### src/hdl/phy_cfg_pkg.sv
/*
  constants and carriers for the phy monitor / low power / link config block.
  assumes a 25 MHz core clock and a word-wide management register port.
*/
package phy_cfg_pkg;

  ////////////////////////////////////////////////////////////////////////////
  // register offsets (management register index)
  localparam logic [15:0] OFF_MON_CTRL   = 16'h046A;
  localparam logic [15:0] OFF_MON_RDBK   = 16'h047B;
  localparam logic [15:0] OFF_SYNC_RSVD  = 16'h0509;
  localparam logic [15:0] OFF_TEARDOWN   = 16'h050A;
  localparam logic [15:0] OFF_LP_CODES   = 16'h0514;
  localparam logic [15:0] OFF_LP_THRESH  = 16'h0515;
  localparam logic [15:0] OFF_MAXWAIT    = 16'h0518;

  ////////////////////////////////////////////////////////////////////////////
  // reset values
  localparam logic [15:0] RST_MON_CTRL   = 16'h0094;
  localparam logic [15:0] RST_TEARDOWN   = 16'h1000;
  localparam logic [15:0] RST_LP_CODES   = 16'h08E3;
  localparam logic [15:0] RST_LP_THRESH  = 16'h0808;
  localparam logic [15:0] RST_MAXWAIT    = 16'h17CE;

  // writable masks, reserved bits stay zero
  localparam logic [15:0] MSK_MON_CTRL   = 16'h01FF;
  localparam logic [15:0] MSK_TEARDOWN   = 16'h1800;
  localparam logic [15:0] MSK_LP_CODES   = 16'h0FFF;
  localparam logic [15:0] MSK_LP_THRESH  = 16'h7F7F;
  localparam logic [15:0] MSK_MAXWAIT    = 16'hFFFF;

  ////////////////////////////////////////////////////////////////////////////
  // field positions
  localparam int MON_START_BIT   = 0;
  localparam int MON_PERIODIC    = 1;
  localparam int MON_RESET_BIT   = 2;
  localparam int MON_FORCE_BIT   = 3;
  localparam int MON_DIV_LSB     = 4;
  localparam int MON_AVG_BIT     = 6;
  localparam int MON_DISC_BIT    = 7;
  localparam int MON_HCLR_BIT    = 8;
  localparam int TD_SEND32_BIT   = 11;
  localparam int TD_FIFO_BIT     = 12;
  localparam int RX_SLEEP_LSB    = 0;
  localparam int RX_WAKE_LSB     = 3;
  localparam int TX_SLEEP_LSB    = 6;
  localparam int TX_WAKE_LSB     = 9;
  localparam int SLEEP_TH_LSB    = 0;
  localparam int WAKE_TH_LSB     = 8;

  ////////////////////////////////////////////////////////////////////////////
  // timing
  localparam int  CLK_KHZ         = 25000;
  localparam int  CYC_PER_US      = CLK_KHZ / 1000;
  localparam int  MAXWAIT_SCALE   = 16;
  localparam logic [5:0] SEND_S_COUNT   = 6'h20;    // 32 repeats
  localparam logic [2:0] DISC_FEW       = 3'h2;
  localparam logic [2:0] DISC_MANY      = 3'h4;
  localparam logic [2:0] AVG_FEW        = 3'h2;
  localparam logic [2:0] AVG_MANY       = 3'h4;
  localparam logic [7:0] PERIOD_GAP     = 8'h40;    // gap countdown start; periodic runs sit 65 idle adc ticks apart
  localparam int  HIST_DEPTH     = 16;
  localparam int  HIST_AW        = 4;

  ////////////////////////////////////////////////////////////////////////////
  // carriers
  typedef struct packed {
    logic        wr;
    logic        rd;
    logic [15:0] addr;
    logic [15:0] wdata;
  } reg_req_t;

  typedef struct packed {
    logic [2:0] tx_wake;
    logic [2:0] tx_sleep;
  } lp_tx_t;

endpackage

### src/hdl/phy_monitor_lowpower_link_cfg.sv
/*
  register group for sensor monitor sequencer, link teardown options,
  low power signalling codes and the training max-wait timer.
  assumes a word-wide management register port with one-cycle strobes, adc
  samples and code groups synchronous to i_clk.
*/
// Function
// - hold-in-reset bit forces sequencer reset immediately
// - repeat bit selects single or periodic runs
// - start bit launches sequencer, clears itself
// - forced start runs without established link
// - discard 2 or 4 samples first
// - average 2 or 4 samples per result
// - divider field sets adc clock rate
// - readback select picks adc output shown
// - fifo held reset during break-link timer
// - slave sends SEND_S exactly 32 times
// - transmit wake code from its field
// - transmit sleep code from its field
// - receive wake code taken from field
// - receive sleep code taken from field
// - wake flagged after threshold consecutive groups
// - sleep flagged after threshold consecutive groups
// - max-wait load times sixteen microseconds
`timescale 1ns/1ps
module phy_monitor_lowpower_link_cfg (
  // clock and reset
  input  wire logic                  i_clk,
  input  wire logic                  i_rst,
  // management register port
  input  wire phy_cfg_pkg::reg_req_t i_req,
  output logic      [15:0]           o_rdata,
  output logic                       o_rvalid,
  // monitor adc and debug select
  input  wire logic                  i_link_up,
  input  wire logic                  i_adc_valid,
  input  wire logic [15:0]           i_adc_data,
  input  wire logic [2:0]            i_rd_select,
  output logic                       o_adc_clk_en,
  output logic                       o_mon_busy,
  // training and teardown
  input  wire logic                  i_break_timer_run,
  input  wire logic                  i_slave_role,
  input  wire logic                  i_send_s_seen,
  input  wire logic                  i_send_s_slot,
  input  wire logic                  i_training_start,
  output logic                       o_adc_fifo_rst,
  output logic                       o_send_s_fixed,
  output logic                       o_send_s_tx,
  output logic                       o_maxwait_done,
  // low power signalling
  input  wire logic                  i_lp_tx_wake_req,
  input  wire logic                  i_lp_tx_sleep_req,
  input  wire logic                  i_rx_cg_valid,
  input  wire logic [2:0]            i_rx_cg,
  output logic      [2:0]            o_tx_code,
  output logic                       o_tx_code_valid,
  output logic                       o_lp_wake_rcvd,
  output logic                       o_lp_sleep_rcvd
);
  import phy_cfg_pkg::*;

  typedef enum logic [2:0] {MS_IDLE, MS_DISCARD, MS_AVERAGE, MS_STORE, MS_WAIT} mon_fsm_t;

  typedef struct packed {
    logic [15:0] mon_ctrl;
    logic [15:0] teardown;
    logic [15:0] lp_codes;
    logic [15:0] lp_thresh;
    logic [15:0] maxwait;
    logic [15:0] rdata;
    logic        rvalid;
    logic [2:0]  div_cnt;
    mon_fsm_t    fsm;
    logic [2:0]  smp_cnt;
    logic [17:0] acc;
    logic [15:0] result;
    logic [HIST_AW-1:0] wptr;
    logic [7:0]  gap;
    logic [5:0]  send_cnt;
    logic        send_active;
    logic        send_done;
    logic [4:0]  us_cnt;
    logic [19:0] mw_cnt;
    logic        mw_run;
    logic        mw_done;
    lp_tx_t      tx;
  } state_t;

  state_t s_q;
  state_t s_d;

  logic [15:0] hist_rdata;
  logic        hist_we;
  logic [15:0] hist_wdata;

  // write merge keeps reserved bits at zero
  function automatic logic [15:0] merge(input logic [15:0] wdata, input logic [15:0] mask);
    merge = wdata & mask;
  endfunction

  // adc tick terminal count for the divider code
  function automatic logic [2:0] div_top(input logic [1:0] code);
    if (code == 2'b00) begin
      div_top = 3'h1;
    end else if (code == 2'b01) begin
      div_top = 3'h3;
    end else begin
      div_top = 3'h7;
    end
  endfunction

  ////////////////////////////////////////////////////////////////////////////
  // history storage
  mon_history_mem u_hist (
    .i_clk   (i_clk),
    .i_we    (hist_we),
    .i_waddr (s_q.wptr),
    .i_wdata (hist_wdata),
    .i_raddr (s_q.wptr - {{(HIST_AW-1){1'b0}}, 1'b1}),
    .o_rdata (hist_rdata)
  );

  ////////////////////////////////////////////////////////////////////////////
  // low power receive detectors
  lp_code_detect u_wake_det (
    .i_clk    (i_clk),
    .i_rst    (i_rst),
    .i_valid  (i_rx_cg_valid),
    .i_code   (i_rx_cg),
    .i_expect (s_q.lp_codes[RX_WAKE_LSB +: 3]),
    .i_thresh (s_q.lp_thresh[WAKE_TH_LSB +: 7]),
    .o_detect (o_lp_wake_rcvd)
  );

  lp_code_detect u_sleep_det (
    .i_clk    (i_clk),
    .i_rst    (i_rst),
    .i_valid  (i_rx_cg_valid),
    .i_code   (i_rx_cg),
    .i_expect (s_q.lp_codes[RX_SLEEP_LSB +: 3]),
    .i_thresh (s_q.lp_thresh[SLEEP_TH_LSB +: 7]),
    .o_detect (o_lp_sleep_rcvd)
  );

  ////////////////////////////////////////////////////////////////////////////
  // next state
  logic       adc_tick;
  logic       mon_rst;
  logic       run_ok;
  logic [2:0] disc_n;
  logic [2:0] avg_n;

  always_comb begin
    s_d      = s_q;
    hist_we  = 1'b0;
    // new average, stored in the same cycle it is latched
    hist_wdata = s_q.mon_ctrl[MON_AVG_BIT] ? s_q.acc[17:2] : s_q.acc[16:1];
    adc_tick = 1'b0;
    mon_rst  = s_q.mon_ctrl[MON_RESET_BIT];
    run_ok   = i_link_up | s_q.mon_ctrl[MON_FORCE_BIT];
    disc_n   = s_q.mon_ctrl[MON_DISC_BIT] ? DISC_MANY : DISC_FEW;
    avg_n    = s_q.mon_ctrl[MON_AVG_BIT] ? AVG_MANY : AVG_FEW;

    // register access
    s_d.rvalid = i_req.rd;
    if (i_req.rd) begin
      if (i_req.addr == OFF_MON_CTRL) begin
        s_d.rdata = s_q.mon_ctrl;
      end else if (i_req.addr == OFF_MON_RDBK) begin
        s_d.rdata = (i_rd_select == 3'h0) ? s_q.result : hist_rdata;
      end else if (i_req.addr == OFF_TEARDOWN) begin
        s_d.rdata = s_q.teardown;
      end else if (i_req.addr == OFF_LP_CODES) begin
        s_d.rdata = s_q.lp_codes;
      end else if (i_req.addr == OFF_LP_THRESH) begin
        s_d.rdata = s_q.lp_thresh;
      end else if (i_req.addr == OFF_MAXWAIT) begin
        s_d.rdata = s_q.maxwait;
      end else begin
        s_d.rdata = 16'h0000;
      end
    end
    if (i_req.wr) begin
      if (i_req.addr == OFF_MON_CTRL) begin
        s_d.mon_ctrl = merge(i_req.wdata, MSK_MON_CTRL);
      end else if (i_req.addr == OFF_TEARDOWN) begin
        s_d.teardown = merge(i_req.wdata, MSK_TEARDOWN);
      end else if (i_req.addr == OFF_LP_CODES) begin
        s_d.lp_codes = merge(i_req.wdata, MSK_LP_CODES);
      end else if (i_req.addr == OFF_LP_THRESH) begin
        s_d.lp_thresh = merge(i_req.wdata, MSK_LP_THRESH);
      end else if (i_req.addr == OFF_MAXWAIT) begin
        s_d.maxwait = merge(i_req.wdata, MSK_MAXWAIT);
      end
    end

    // adc clock enable divider
    if (s_q.div_cnt >= div_top(s_q.mon_ctrl[MON_DIV_LSB +: 2])) begin
      s_d.div_cnt = 3'h0;
      adc_tick    = 1'b1;
    end else begin
      s_d.div_cnt = s_q.div_cnt + 3'h1;
    end

    // history clear, self clearing strobe
    if (s_q.mon_ctrl[MON_HCLR_BIT]) begin
      s_d.wptr   = '0;
      s_d.result = 16'h0000;
      s_d.mon_ctrl[MON_HCLR_BIT] = 1'b0;
    end

    // monitor sequencer
    case (s_q.fsm)
      MS_IDLE: begin
        if (s_q.mon_ctrl[MON_START_BIT] && run_ok) begin
          s_d.fsm     = MS_DISCARD;
          s_d.smp_cnt = 3'h0;
          s_d.acc     = '0;
          s_d.mon_ctrl[MON_START_BIT] = 1'b0;
        end
      end
      MS_DISCARD: begin
        if (adc_tick && i_adc_valid) begin
          if (s_q.smp_cnt + 3'h1 >= disc_n) begin
            s_d.fsm     = MS_AVERAGE;
            s_d.smp_cnt = 3'h0;
          end else begin
            s_d.smp_cnt = s_q.smp_cnt + 3'h1;
          end
        end
      end
      MS_AVERAGE: begin
        if (adc_tick && i_adc_valid) begin
          s_d.acc = s_q.acc + {2'b00, i_adc_data};
          if (s_q.smp_cnt + 3'h1 >= avg_n) begin
            s_d.fsm = MS_STORE;
          end else begin
            s_d.smp_cnt = s_q.smp_cnt + 3'h1;
          end
        end
      end
      MS_STORE: begin
        s_d.result = hist_wdata;
        hist_we    = 1'b1;
        s_d.wptr   = s_q.wptr + {{(HIST_AW-1){1'b0}}, 1'b1};
        s_d.gap    = PERIOD_GAP;
        s_d.fsm    = s_q.mon_ctrl[MON_PERIODIC] ? MS_WAIT : MS_IDLE;
      end
      MS_WAIT: begin
        if (!s_q.mon_ctrl[MON_PERIODIC]) begin
          s_d.fsm = MS_IDLE;
        end else if (adc_tick) begin
          if (s_q.gap == 8'h00) begin
            s_d.fsm     = MS_DISCARD;
            s_d.smp_cnt = 3'h0;
            s_d.acc     = '0;
          end else begin
            s_d.gap = s_q.gap - 8'h01;
          end
        end
      end
      default: s_d.fsm = MS_IDLE;
    endcase

    // hold-in-reset overrides the sequencer at once
    if (mon_rst) begin
      s_d.fsm     = MS_IDLE;
      s_d.smp_cnt = 3'h0;
      s_d.acc     = '0;
      s_d.gap     = 8'h00;
      if (!(i_req.wr && i_req.addr == OFF_MON_CTRL)) begin
        s_d.mon_ctrl[MON_START_BIT] = 1'b0;
      end
    end

    // slave fixed SEND_S repeat count
    if (!(s_q.teardown[TD_SEND32_BIT] && i_slave_role)) begin
      s_d.send_active = 1'b0;
      s_d.send_done   = 1'b0;
      s_d.send_cnt    = 6'h00;
    end else if (!s_q.send_active && !s_q.send_done && i_send_s_seen) begin
      s_d.send_active = 1'b1;
      s_d.send_cnt    = 6'h00;
    end else if (s_q.send_active && i_send_s_slot) begin
      if (s_q.send_cnt + 6'h01 >= SEND_S_COUNT) begin
        s_d.send_active = 1'b0;
        s_d.send_done   = 1'b1;
      end
      s_d.send_cnt = s_q.send_cnt + 6'h01;
    end

    // max-wait timer in 16 us units
    if (i_training_start) begin
      s_d.mw_run  = 1'b1;
      s_d.mw_done = 1'b0;
      s_d.us_cnt  = 5'h00;
      s_d.mw_cnt  = {s_q.maxwait, 4'h0};
    end else if (s_q.mw_run) begin
      if (s_q.us_cnt == 5'(CYC_PER_US - 1)) begin
        s_d.us_cnt = 5'h00;
        if (s_q.mw_cnt <= 20'h00001) begin
          s_d.mw_run  = 1'b0;
          s_d.mw_done = 1'b1;
          s_d.mw_cnt  = 20'h00000;
        end else begin
          s_d.mw_cnt = s_q.mw_cnt - 20'h00001;
        end
      end else begin
        s_d.us_cnt = s_q.us_cnt + 5'h01;
      end
    end

    // transmit code register
    s_d.tx.tx_wake  = s_q.lp_codes[TX_WAKE_LSB +: 3];
    s_d.tx.tx_sleep = s_q.lp_codes[TX_SLEEP_LSB +: 3];
  end

  always_ff @(posedge i_clk) begin
    if (i_rst) begin
      s_q           <= '0;
      s_q.mon_ctrl  <= RST_MON_CTRL;
      s_q.teardown  <= RST_TEARDOWN;
      s_q.lp_codes  <= RST_LP_CODES;
      s_q.lp_thresh <= RST_LP_THRESH;
      s_q.maxwait   <= RST_MAXWAIT;
      s_q.fsm       <= MS_IDLE;
    end else begin
      s_q <= s_d;
    end
  end

  ////////////////////////////////////////////////////////////////////////////
  // outputs
  assign o_rdata         = s_q.rdata;
  assign o_rvalid        = s_q.rvalid;
  assign o_adc_clk_en    = adc_tick & ~s_q.mon_ctrl[MON_RESET_BIT];
  assign o_mon_busy      = (s_q.fsm != MS_IDLE);
  assign o_adc_fifo_rst  = s_q.teardown[TD_FIFO_BIT] & i_break_timer_run;
  assign o_send_s_fixed  = s_q.teardown[TD_SEND32_BIT];
  assign o_send_s_tx     = s_q.send_active;
  assign o_maxwait_done  = s_q.mw_done;
  assign o_tx_code       = i_lp_tx_wake_req ? s_q.tx.tx_wake : s_q.tx.tx_sleep;
  assign o_tx_code_valid = i_lp_tx_wake_req | i_lp_tx_sleep_req;

endmodule // phy_monitor_lowpower_link_cfg

### src/hdl/mon_history_mem.sv
/*
  small history store for averaged monitor samples, registered read data.
  assumes single clock, one write and one read port.
*/
`timescale 1ns/1ps
module mon_history_mem (
  // clock
  input  wire logic                               i_clk,
  // write side
  input  wire logic                               i_we,
  input  wire logic [phy_cfg_pkg::HIST_AW-1:0]    i_waddr,
  input  wire logic [15:0]                        i_wdata,
  // read side
  input  wire logic [phy_cfg_pkg::HIST_AW-1:0]    i_raddr,
  output logic      [15:0]                        o_rdata
);
  import phy_cfg_pkg::*;

  logic [15:0] mem [HIST_DEPTH];

  always_ff @(posedge i_clk) begin
    if (i_we) begin
      mem[i_waddr] <= i_wdata;
    end
    o_rdata <= mem[i_raddr];
  end

endmodule // mon_history_mem

### src/hdl/lp_code_detect.sv
/*
  counts consecutive matching code groups and flags when the threshold is met.
  assumes one code group per valid strobe.
*/
`timescale 1ns/1ps
module lp_code_detect (
  // clock and reset
  input  wire logic       i_clk,
  input  wire logic       i_rst,
  // code groups
  input  wire logic       i_valid,
  input  wire logic [2:0] i_code,
  input  wire logic [2:0] i_expect,
  input  wire logic [6:0] i_thresh,
  // result
  output logic            o_detect
);
  import phy_cfg_pkg::*;

  typedef struct packed {
    logic [6:0] cnt;
    logic       det;
  } det_state_t;

  det_state_t s_q;
  det_state_t s_d;

  always_comb begin
    s_d = s_q;
    if (i_valid) begin
      if (i_code == i_expect) begin
        if (s_q.cnt != 7'h7F) begin
          s_d.cnt = s_q.cnt + 7'h01;
        end
        if ((s_q.cnt + 7'h01) >= i_thresh) begin
          s_d.det = 1'b1;
        end
      end else begin
        s_d.cnt = 7'h00;
        s_d.det = 1'b0;
      end
    end
  end

  always_ff @(posedge i_clk) begin
    if (i_rst) begin
      s_q <= '0;
    end else begin
      s_q <= s_d;
    end
  end

  assign o_detect = s_q.det;

endmodule // lp_code_detect

### config.mk
export PLATFORM = sky130hd
export DESIGN_NAME = phy_monitor_lowpower_link_cfg
export DESIGN_NICKNAME = d
export VERILOG_FILES = /design/src/hdl/phy_cfg_pkg.sv /design/src/hdl/phy_monitor_lowpower_link_cfg.sv /design/src/hdl/mon_history_mem.sv /design/src/hdl/lp_code_detect.sv
export SDC_FILE = /design/constraint.sdc
export NUM_CORES = 1
export LEC_CHECK = 0
export BUFFER_PORTS_ARGS = -buffer_cell sky130_fd_sc_hd__clkbuf_2
export CORE_MARGIN = 2
export CORE_UTILIZATION = 55
export DETAILED_ROUTE_END_ITERATION = 8
export MAX_ROUTING_LAYER = met4
export PLACE_DENSITY = 0.82
export SETUP_SLACK_MARGIN = 0.05
export SLEW_MARGIN = 5
export SYNTH_ARGS = -nofsm -noshare
export SYNTH_HDL_FRONTEND = slang
export SYNTH_SLANG_ARGS = --single-unit
export TNS_END_PERCENT = 50
### constraint.sdc
create_clock -name i_clk -period 3.55 [get_ports i_clk]
set_clock_uncertainty 0.1 [all_clocks]
set_input_delay 0.1775 -clock i_clk [delete_from_list [all_inputs] [get_ports i_clk]]
set_output_delay 0.1775 -clock i_clk [all_outputs]
set_load 0.03 [all_outputs]
# Word level (Yosys, flattened, before mapping)
# Memories as Yosys holds them, arrays and structs flattened. A register that Yosys moved wholly into a read port is not among the register bits.
# Index checks and enable logic that the tools add are counted.
[classes]
add_sub_neg = 11
n_lt_le_gt_ge = 7
eq_ne = 32
muxes = 67
bitwise_logic = 11
reduce_logical = 46
[op_table]
columns = ["operator", "count"]
rows = [
  ["two-way mux 16 bit", 10],
  ["== test 16 x 11 -> 1 bit (second input constant)", 6],
  ["two-way mux 24 bit", 4],
  ["two-way mux 22 bit", 3],
  ["two-way mux 65 bit", 1],
  ["two-way mux 61 bit", 1],
  ["two-way mux 20 bit", 3],
  ["case mux 18 bit (3 select lines)", 1],
  ["two-way mux 44 bit", 1],
  ["two-way mux 8 bit", 5],
  ["two-way mux 3 bit", 11],
  ["two-way mux 31 bit", 1],
  ["inequality test 2 bit (second input constant)", 14],
  ["two-way mux 21 bit", 1],
  ["less-or-equal comparator 20 x 1 -> 1 bit (second input constant)", 1],
  ["subtractor 20 x 1 -> 20 bit (second input constant)", 1],
  ["adder 18 x 16 -> 18 bit", 1],
  ["case mux 8 bit (2 select lines)", 1],
  ["AND reduction 2 bit", 8],
  ["two-way mux 15 bit", 1],
  ["case mux 3 bit (5 select lines)", 1],
  ["adder 7 x 1 -> 7 bit (second input constant)", 2],
  [">= comparator 7 bit", 2],
  ["two-way mux 7 bit", 2],
  ["other kinds (42)", 92],
]
[totals]
register_bits = 182
mem_bits_rw = 256
in_bits = 68
output_inout_bits = 29
wordCells = 205
mem_count = 1
[mem_list]
columns = ["name", "depth", "word_bits", "read_ports", "rd_ports_with_merged_regs", "wr", "line_no", "text"]
rows = [
  ["u_hist.mem", 16, 16, 1, 1, 1, "mon_history_mem.sv:19", "logic [15:0] mem [HIST_DEPTH];"],
]

# Longest topological paths before layout
[logic_depth]
ltp_word = 11
mapped_depth = 10
ltp_nobuf = 9

# Cells and area by module
# A second synthesis with hierarchy kept.
[unflattened]
cells_unflattened = 1678
hier_area_um2 = 20367.0
[by_module_without_submodules]
columns = ["mod", "n_inst", "cells_each", "area_per_inst_um2", "seq_area_each_um2"]
rows = [
  ["mon_history_mem", 1, 432, 10042.1, 8007.7],
  ["phy_monitor_lowpower_link_cfg", 1, 1078, 8896.0, 3323.2],
  ["lp_code_detect", 2, 84, 714.4, 160.2],
]

# Least setup slack after synthesis
# OpenSTA, ideal clock, no wires.
[synth_timing]
kind = "register -> register"
from = "reg s_q[91] (netlist name)"
to = "mem u_hist.mem[0][0], enable pin"
setup_time_ns = 0.409
arrival_ns = 2.723
t_required_ns = 3.041
path_slack_ns = 0.318
stages_incl_launch_ff = 7
path_buffers = 2
period_less_slack_ns = 3.232
path_cell_list = "dfxtp_1 -> buf_2 -> clkinv_1 -> nor3_1 -> clkbuf_1 -> nand2_1 -> nor3_1"
[synth_between]
elab_chain_cells = 4
[synth_rtl]
columns = ["item", "line_no", "text"]
rows = [
  ["start: declaration", "phy_monitor_lowpower_link_cfg.sv:90", "state_t s_q;"],
  ["== test 3 x 2 -> 1 bit", "phy_monitor_lowpower_link_cfg.sv:214", "case (s_q.fsm)"],
  ["two-way mux 1 bit", "phy_monitor_lowpower_link_cfg.sv:214", ""],
  ["two-way mux 1 bit", "mon_history_mem.sv:22", "if (i_we) begin"],
  ["two-way mux 1 bit (not written as such)", "mon_history_mem.sv:23", "mem[i_waddr] <= i_wdata;"],
  ["end: declaration", "mon_history_mem.sv:19", ""],
]
# No other way between the ends.

# Final worst setup path
[layout_timing]
from = "reg s_q[19] (netlist name)"
to = "reg s_q[18] (netlist name)"
[layout_between]
elab_chain_cells = 5
[layout_rtl]
columns = ["item", "line_no", "text"]
rows = [
  ["less-or-equal comparator 20 x 1 -> 1 bit", "phy_monitor_lowpower_link_cfg.sv:302", "if (s_q.mw_cnt <= 20'h00001) begin"],
  ["two-way mux 20 bit", "phy_monitor_lowpower_link_cfg.sv:302", ""],
  ["two-way mux 22 bit", "phy_monitor_lowpower_link_cfg.sv:300", "if (s_q.us_cnt == 5'(CYC_PER_US - 1)) begin"],
  ["two-way mux 22 bit", "phy_monitor_lowpower_link_cfg.sv:299", "end else if (s_q.mw_run) begin"],
  ["two-way mux 22 bit", "phy_monitor_lowpower_link_cfg.sv:294", "if (i_training_start) begin"],
]
# No other way between the ends. The select of a mux whose other input is x is not followed.
# A chain may end at the register's enable or synchronous reset.

==> results by group <==
Timing
  • Worst hold slack: 0.04746 ns
  • Max-slew headroom: 41.84%
  • Worst setup margin: 0.7807 ns
  • Max Slew Vio Count: 0
  • Slew @ Worst Pin: 0.8657 ns
  • Unrepaired setup endpoints after global routing: no
  • Hold Fails Final Rpt: 0
  • Setup-failing EPs final: 0
  • Final period util: 78.01%
  • Setup TNS: 0 ns
  • Final Critical Period: 2.769 ns
  • Max frequency: 0.3611 GHz

Global route
  • Tot GR Track Use: 27.31%
  • Met1 Use GR: 34.13%
  • Vias in the first global route: 13,980
  • Grt total ovfl: 0
  • Top Usage Layer GRT: met2
  • Largest net degree at the start of global routing: 53
  • First-pass GRT wire length: 78,050 µm
  • M2 GR Usage: 44.39%
  • Antenna violations before repair: 1
  • GR met3 Demand/Resource: 4.616%

Power and ir drop
  • Reg power frac: 51.4%
  • VDD IR max: 0.4520 mV
  • Power Dens Cells: 473.0 nW/µm²
  • Switch share: 20.88%
  • Psw: 2.252 mW
  • Leak Pwr: 7.376 nW
  • Comb pwr share: 3.1%
  • P_int: 8.533 mW
  • Clock power share: 45.5%

Setup path
  • Flop-to-flop setup slack: 0.78 ns
  • CP startpoint kind: flop
  • Reg2Reg Depth: 6
  • Critical path class: flop to flop
  • Worst R2R Start: s_q[19]
  • Reg2reg end: s_q[18]
  • Crit. End Element: flop
  • WP data arrival: 3.10 ns
  • Critical path required time: 3.88 ns
  • CP max FO: 19

Final layout
  • Non-filler cells, final: 2,256
  • Nets@finish: 1,878
  • Layout cells sized above 1: 18.73%
  • Area added between synthesis and finish: 14.05%

Logic synthesis
  • #FFs+latches synth: 454
  • Synth unique cells: 69
  • Synthesized Nets: 1,760
  • Syn avg cell area: 12.20 µm²
  • Mapped cell area: 19,990 µm²
  • Synth area leaders: edfxtp_1 (38%), dfxtp_1 (20%), mux4_2 (9.0%), nand2_1 (3.5%), ha_1 (3.3%)
  • FFs w/ async S/R, synth: 0%
  • Top FF cell, synth: edfxtp_1
  • Synth cell count leaders: edfxtp_1 (256), dfxtp_1 (198), nand2_1 (185)
  • Top-count cell post-synth: edfxtp_1
  • Yosys top cell by area: edfxtp_1
  • Share of the synthesized area in the top cell type: 38.46%
  • Post-synthesis sequential area ratio: 58.28%
  • YS warnings: 0
  • Gate Count Post-Synth: 1,639
  • EDFF count, synth: 256

Clock tree
  • CTS Sinks: 454
  • Htree depth: 2
  • CTS max path bufs: 3
  • Postcts setup bufs: 0
  • CTS tree: built
  • CTS buffer count: 46
  • CTS root buffer: clkbuf_16
  • Cts repair resizes: 0
  • Clock transition at path regs: 0.07 ns
  • Skew-Pair Late Insertion Delay: 0.56 ns

Floorplanning
  • # IOs: 97
  • Core ar.: 35,660 µm²
  • Chip Height: 194.6 µm
  • Starting density of the core: 56.07%
  • Die X: 194.6 µm
  • Die area: 37,890 µm²
  • FP Rows: 69

Detailed routing
  • Drt pass-1 iters: 6
  • DR WL/cell: 22.19 µm
  • Final wirelength: 50,070 µm
  • Vias per inst: 6.299
  • Detail Route Antenna Nets: 0
  • Total number of vias: 14,210
  • Iteration-0 DRC Markers: 1,507
  • DR DRC count: 0

Hold path
  • HP Start: i_adc_data[1]
  • Worst hold stages: 5
  • Hold Crit Class: primary input to flop
  • WHS Endpoint: s_q[70]

Placed design
  • Input/output buffers: 96
  • Placer Congestion: 0.9441
  • Placed Cells incl. Taps: 2,144
  • Hpwl dp: 32,200 µm
  • Pre-CTS setup slack: 0.8620 ns

Job
  • Max cap viols: 0

Status
  • Outcome: complete, no violations
[cells by family after synthesis]
group | synth area share, %
and+or+nand+nor | 12.50
DFF | 58.28
AOI/OAI and AO/OA | 9.808
buffers and inverters | 3.054
muxes | 11.16
adders and majority gates | 3.355
xor gates and xnor gates | 1.840
[what timing repair did]
action	CTS	global route
hold buffers	26	0
endpoints found under the setup margin	0	0
hold endpoints to repair	66	0
[power groups by stage]
stage	registers, mW	logic, mW	clock network [mW]
2_1_floorplan	5.65	0.201	0
3_3_place_gp	5.66	0.294	0
3_5_place_dp	5.66	0.301	0
4_1_cts	5.54	0.325	4.96
5_1_grt	5.55	0.359	5.16
6_report	5.55	0.331	4.91
[worst max path at each step]
stage | from | to | slack, ns | cells past startpoint
6_report | s_q[19] | s_q[18] | 0.78 | 6
5_1_grt | s_q[19] | s_q[22] | 0.50 | 6
4_1_cts | s_q[19] | s_q[16] | 0.81 | 6
3_5_place_dp | s_q[19] | s_q[18] | 0.86 | 6
3_3_place_gp | s_q[19] | s_q[18] | 0.97 | 6
2_1_floorplan | s_q[91] | u_hist.mem[0][0] | 0.32 | 6
[critical path, cell delays in order (launching register included)]
cell,delay [ns]
dfxtp_1,0.36
or4_1,0.62
nor4_1,0.34
and3_1,0.65
o21ai_0,0.20
a221oi_1,0.29
nor3_1,0.08
[layout make-up]
cell class                 count  area, µm²
inverter                      41      153.9
multi-input combinational   1046       7776
antenna                        1      2.502
fill                        2564      12860
tap                          461      576.8
sequential                   454      11650
timing repair buffer         168       1101
clock inverter                22      226.5
clock buffer                  63       1308
[layout by cell type, fill, tap and decap left out, types with 49 or more instances in the layout]
cell	n
nand2_1	185
nand3_1	51
dfxtp_1	197
clkbuf_2	95
edfxtp_1	256
mux4_2	80
o21ai_0	49
a21oi_1	120
nor2_1	119
ha_1	51
[through the flow]
step | power (mW) | area (µm²) | utilization, %
4_1_cts | 10.83 | 22800 | 63.94
2_1_floorplan | 5.853 | 19990 | -
6_report | 10.78 | 22800 | 63.94
5_1_grt | 11.07 | 22800 | 63.94
3_3_place_gp | 5.951 | 21000 | 58.90
3_5_place_dp | 5.959 | 21000 | 58.90
[layer usage]
layer  up-vias  part of all wire (%)
met3       158                   8.0
met4         0                   4.4
met5         -                     0
li1       6388                     -
met2       761                    48
met1      6903                    39
[state kept, by name, indices dropped and copies added, names as in the netlist]
name	flops
o_send_s_tx	1
s_q	139
u_hist.o_rdata	16
o_maxwait_done	1
o_rdata	16
mon_rst	1
s_d	6
u_wake_det.o_detect	1
u_wake_det.s_q	7
o_rvalid	1
u_hist.mem	256
u_sleep_det.s_q	7
u_sleep_det.o_detect	1
o_send_s_fixed	1
Note: power is estimated with default switching activity, not from simulation.
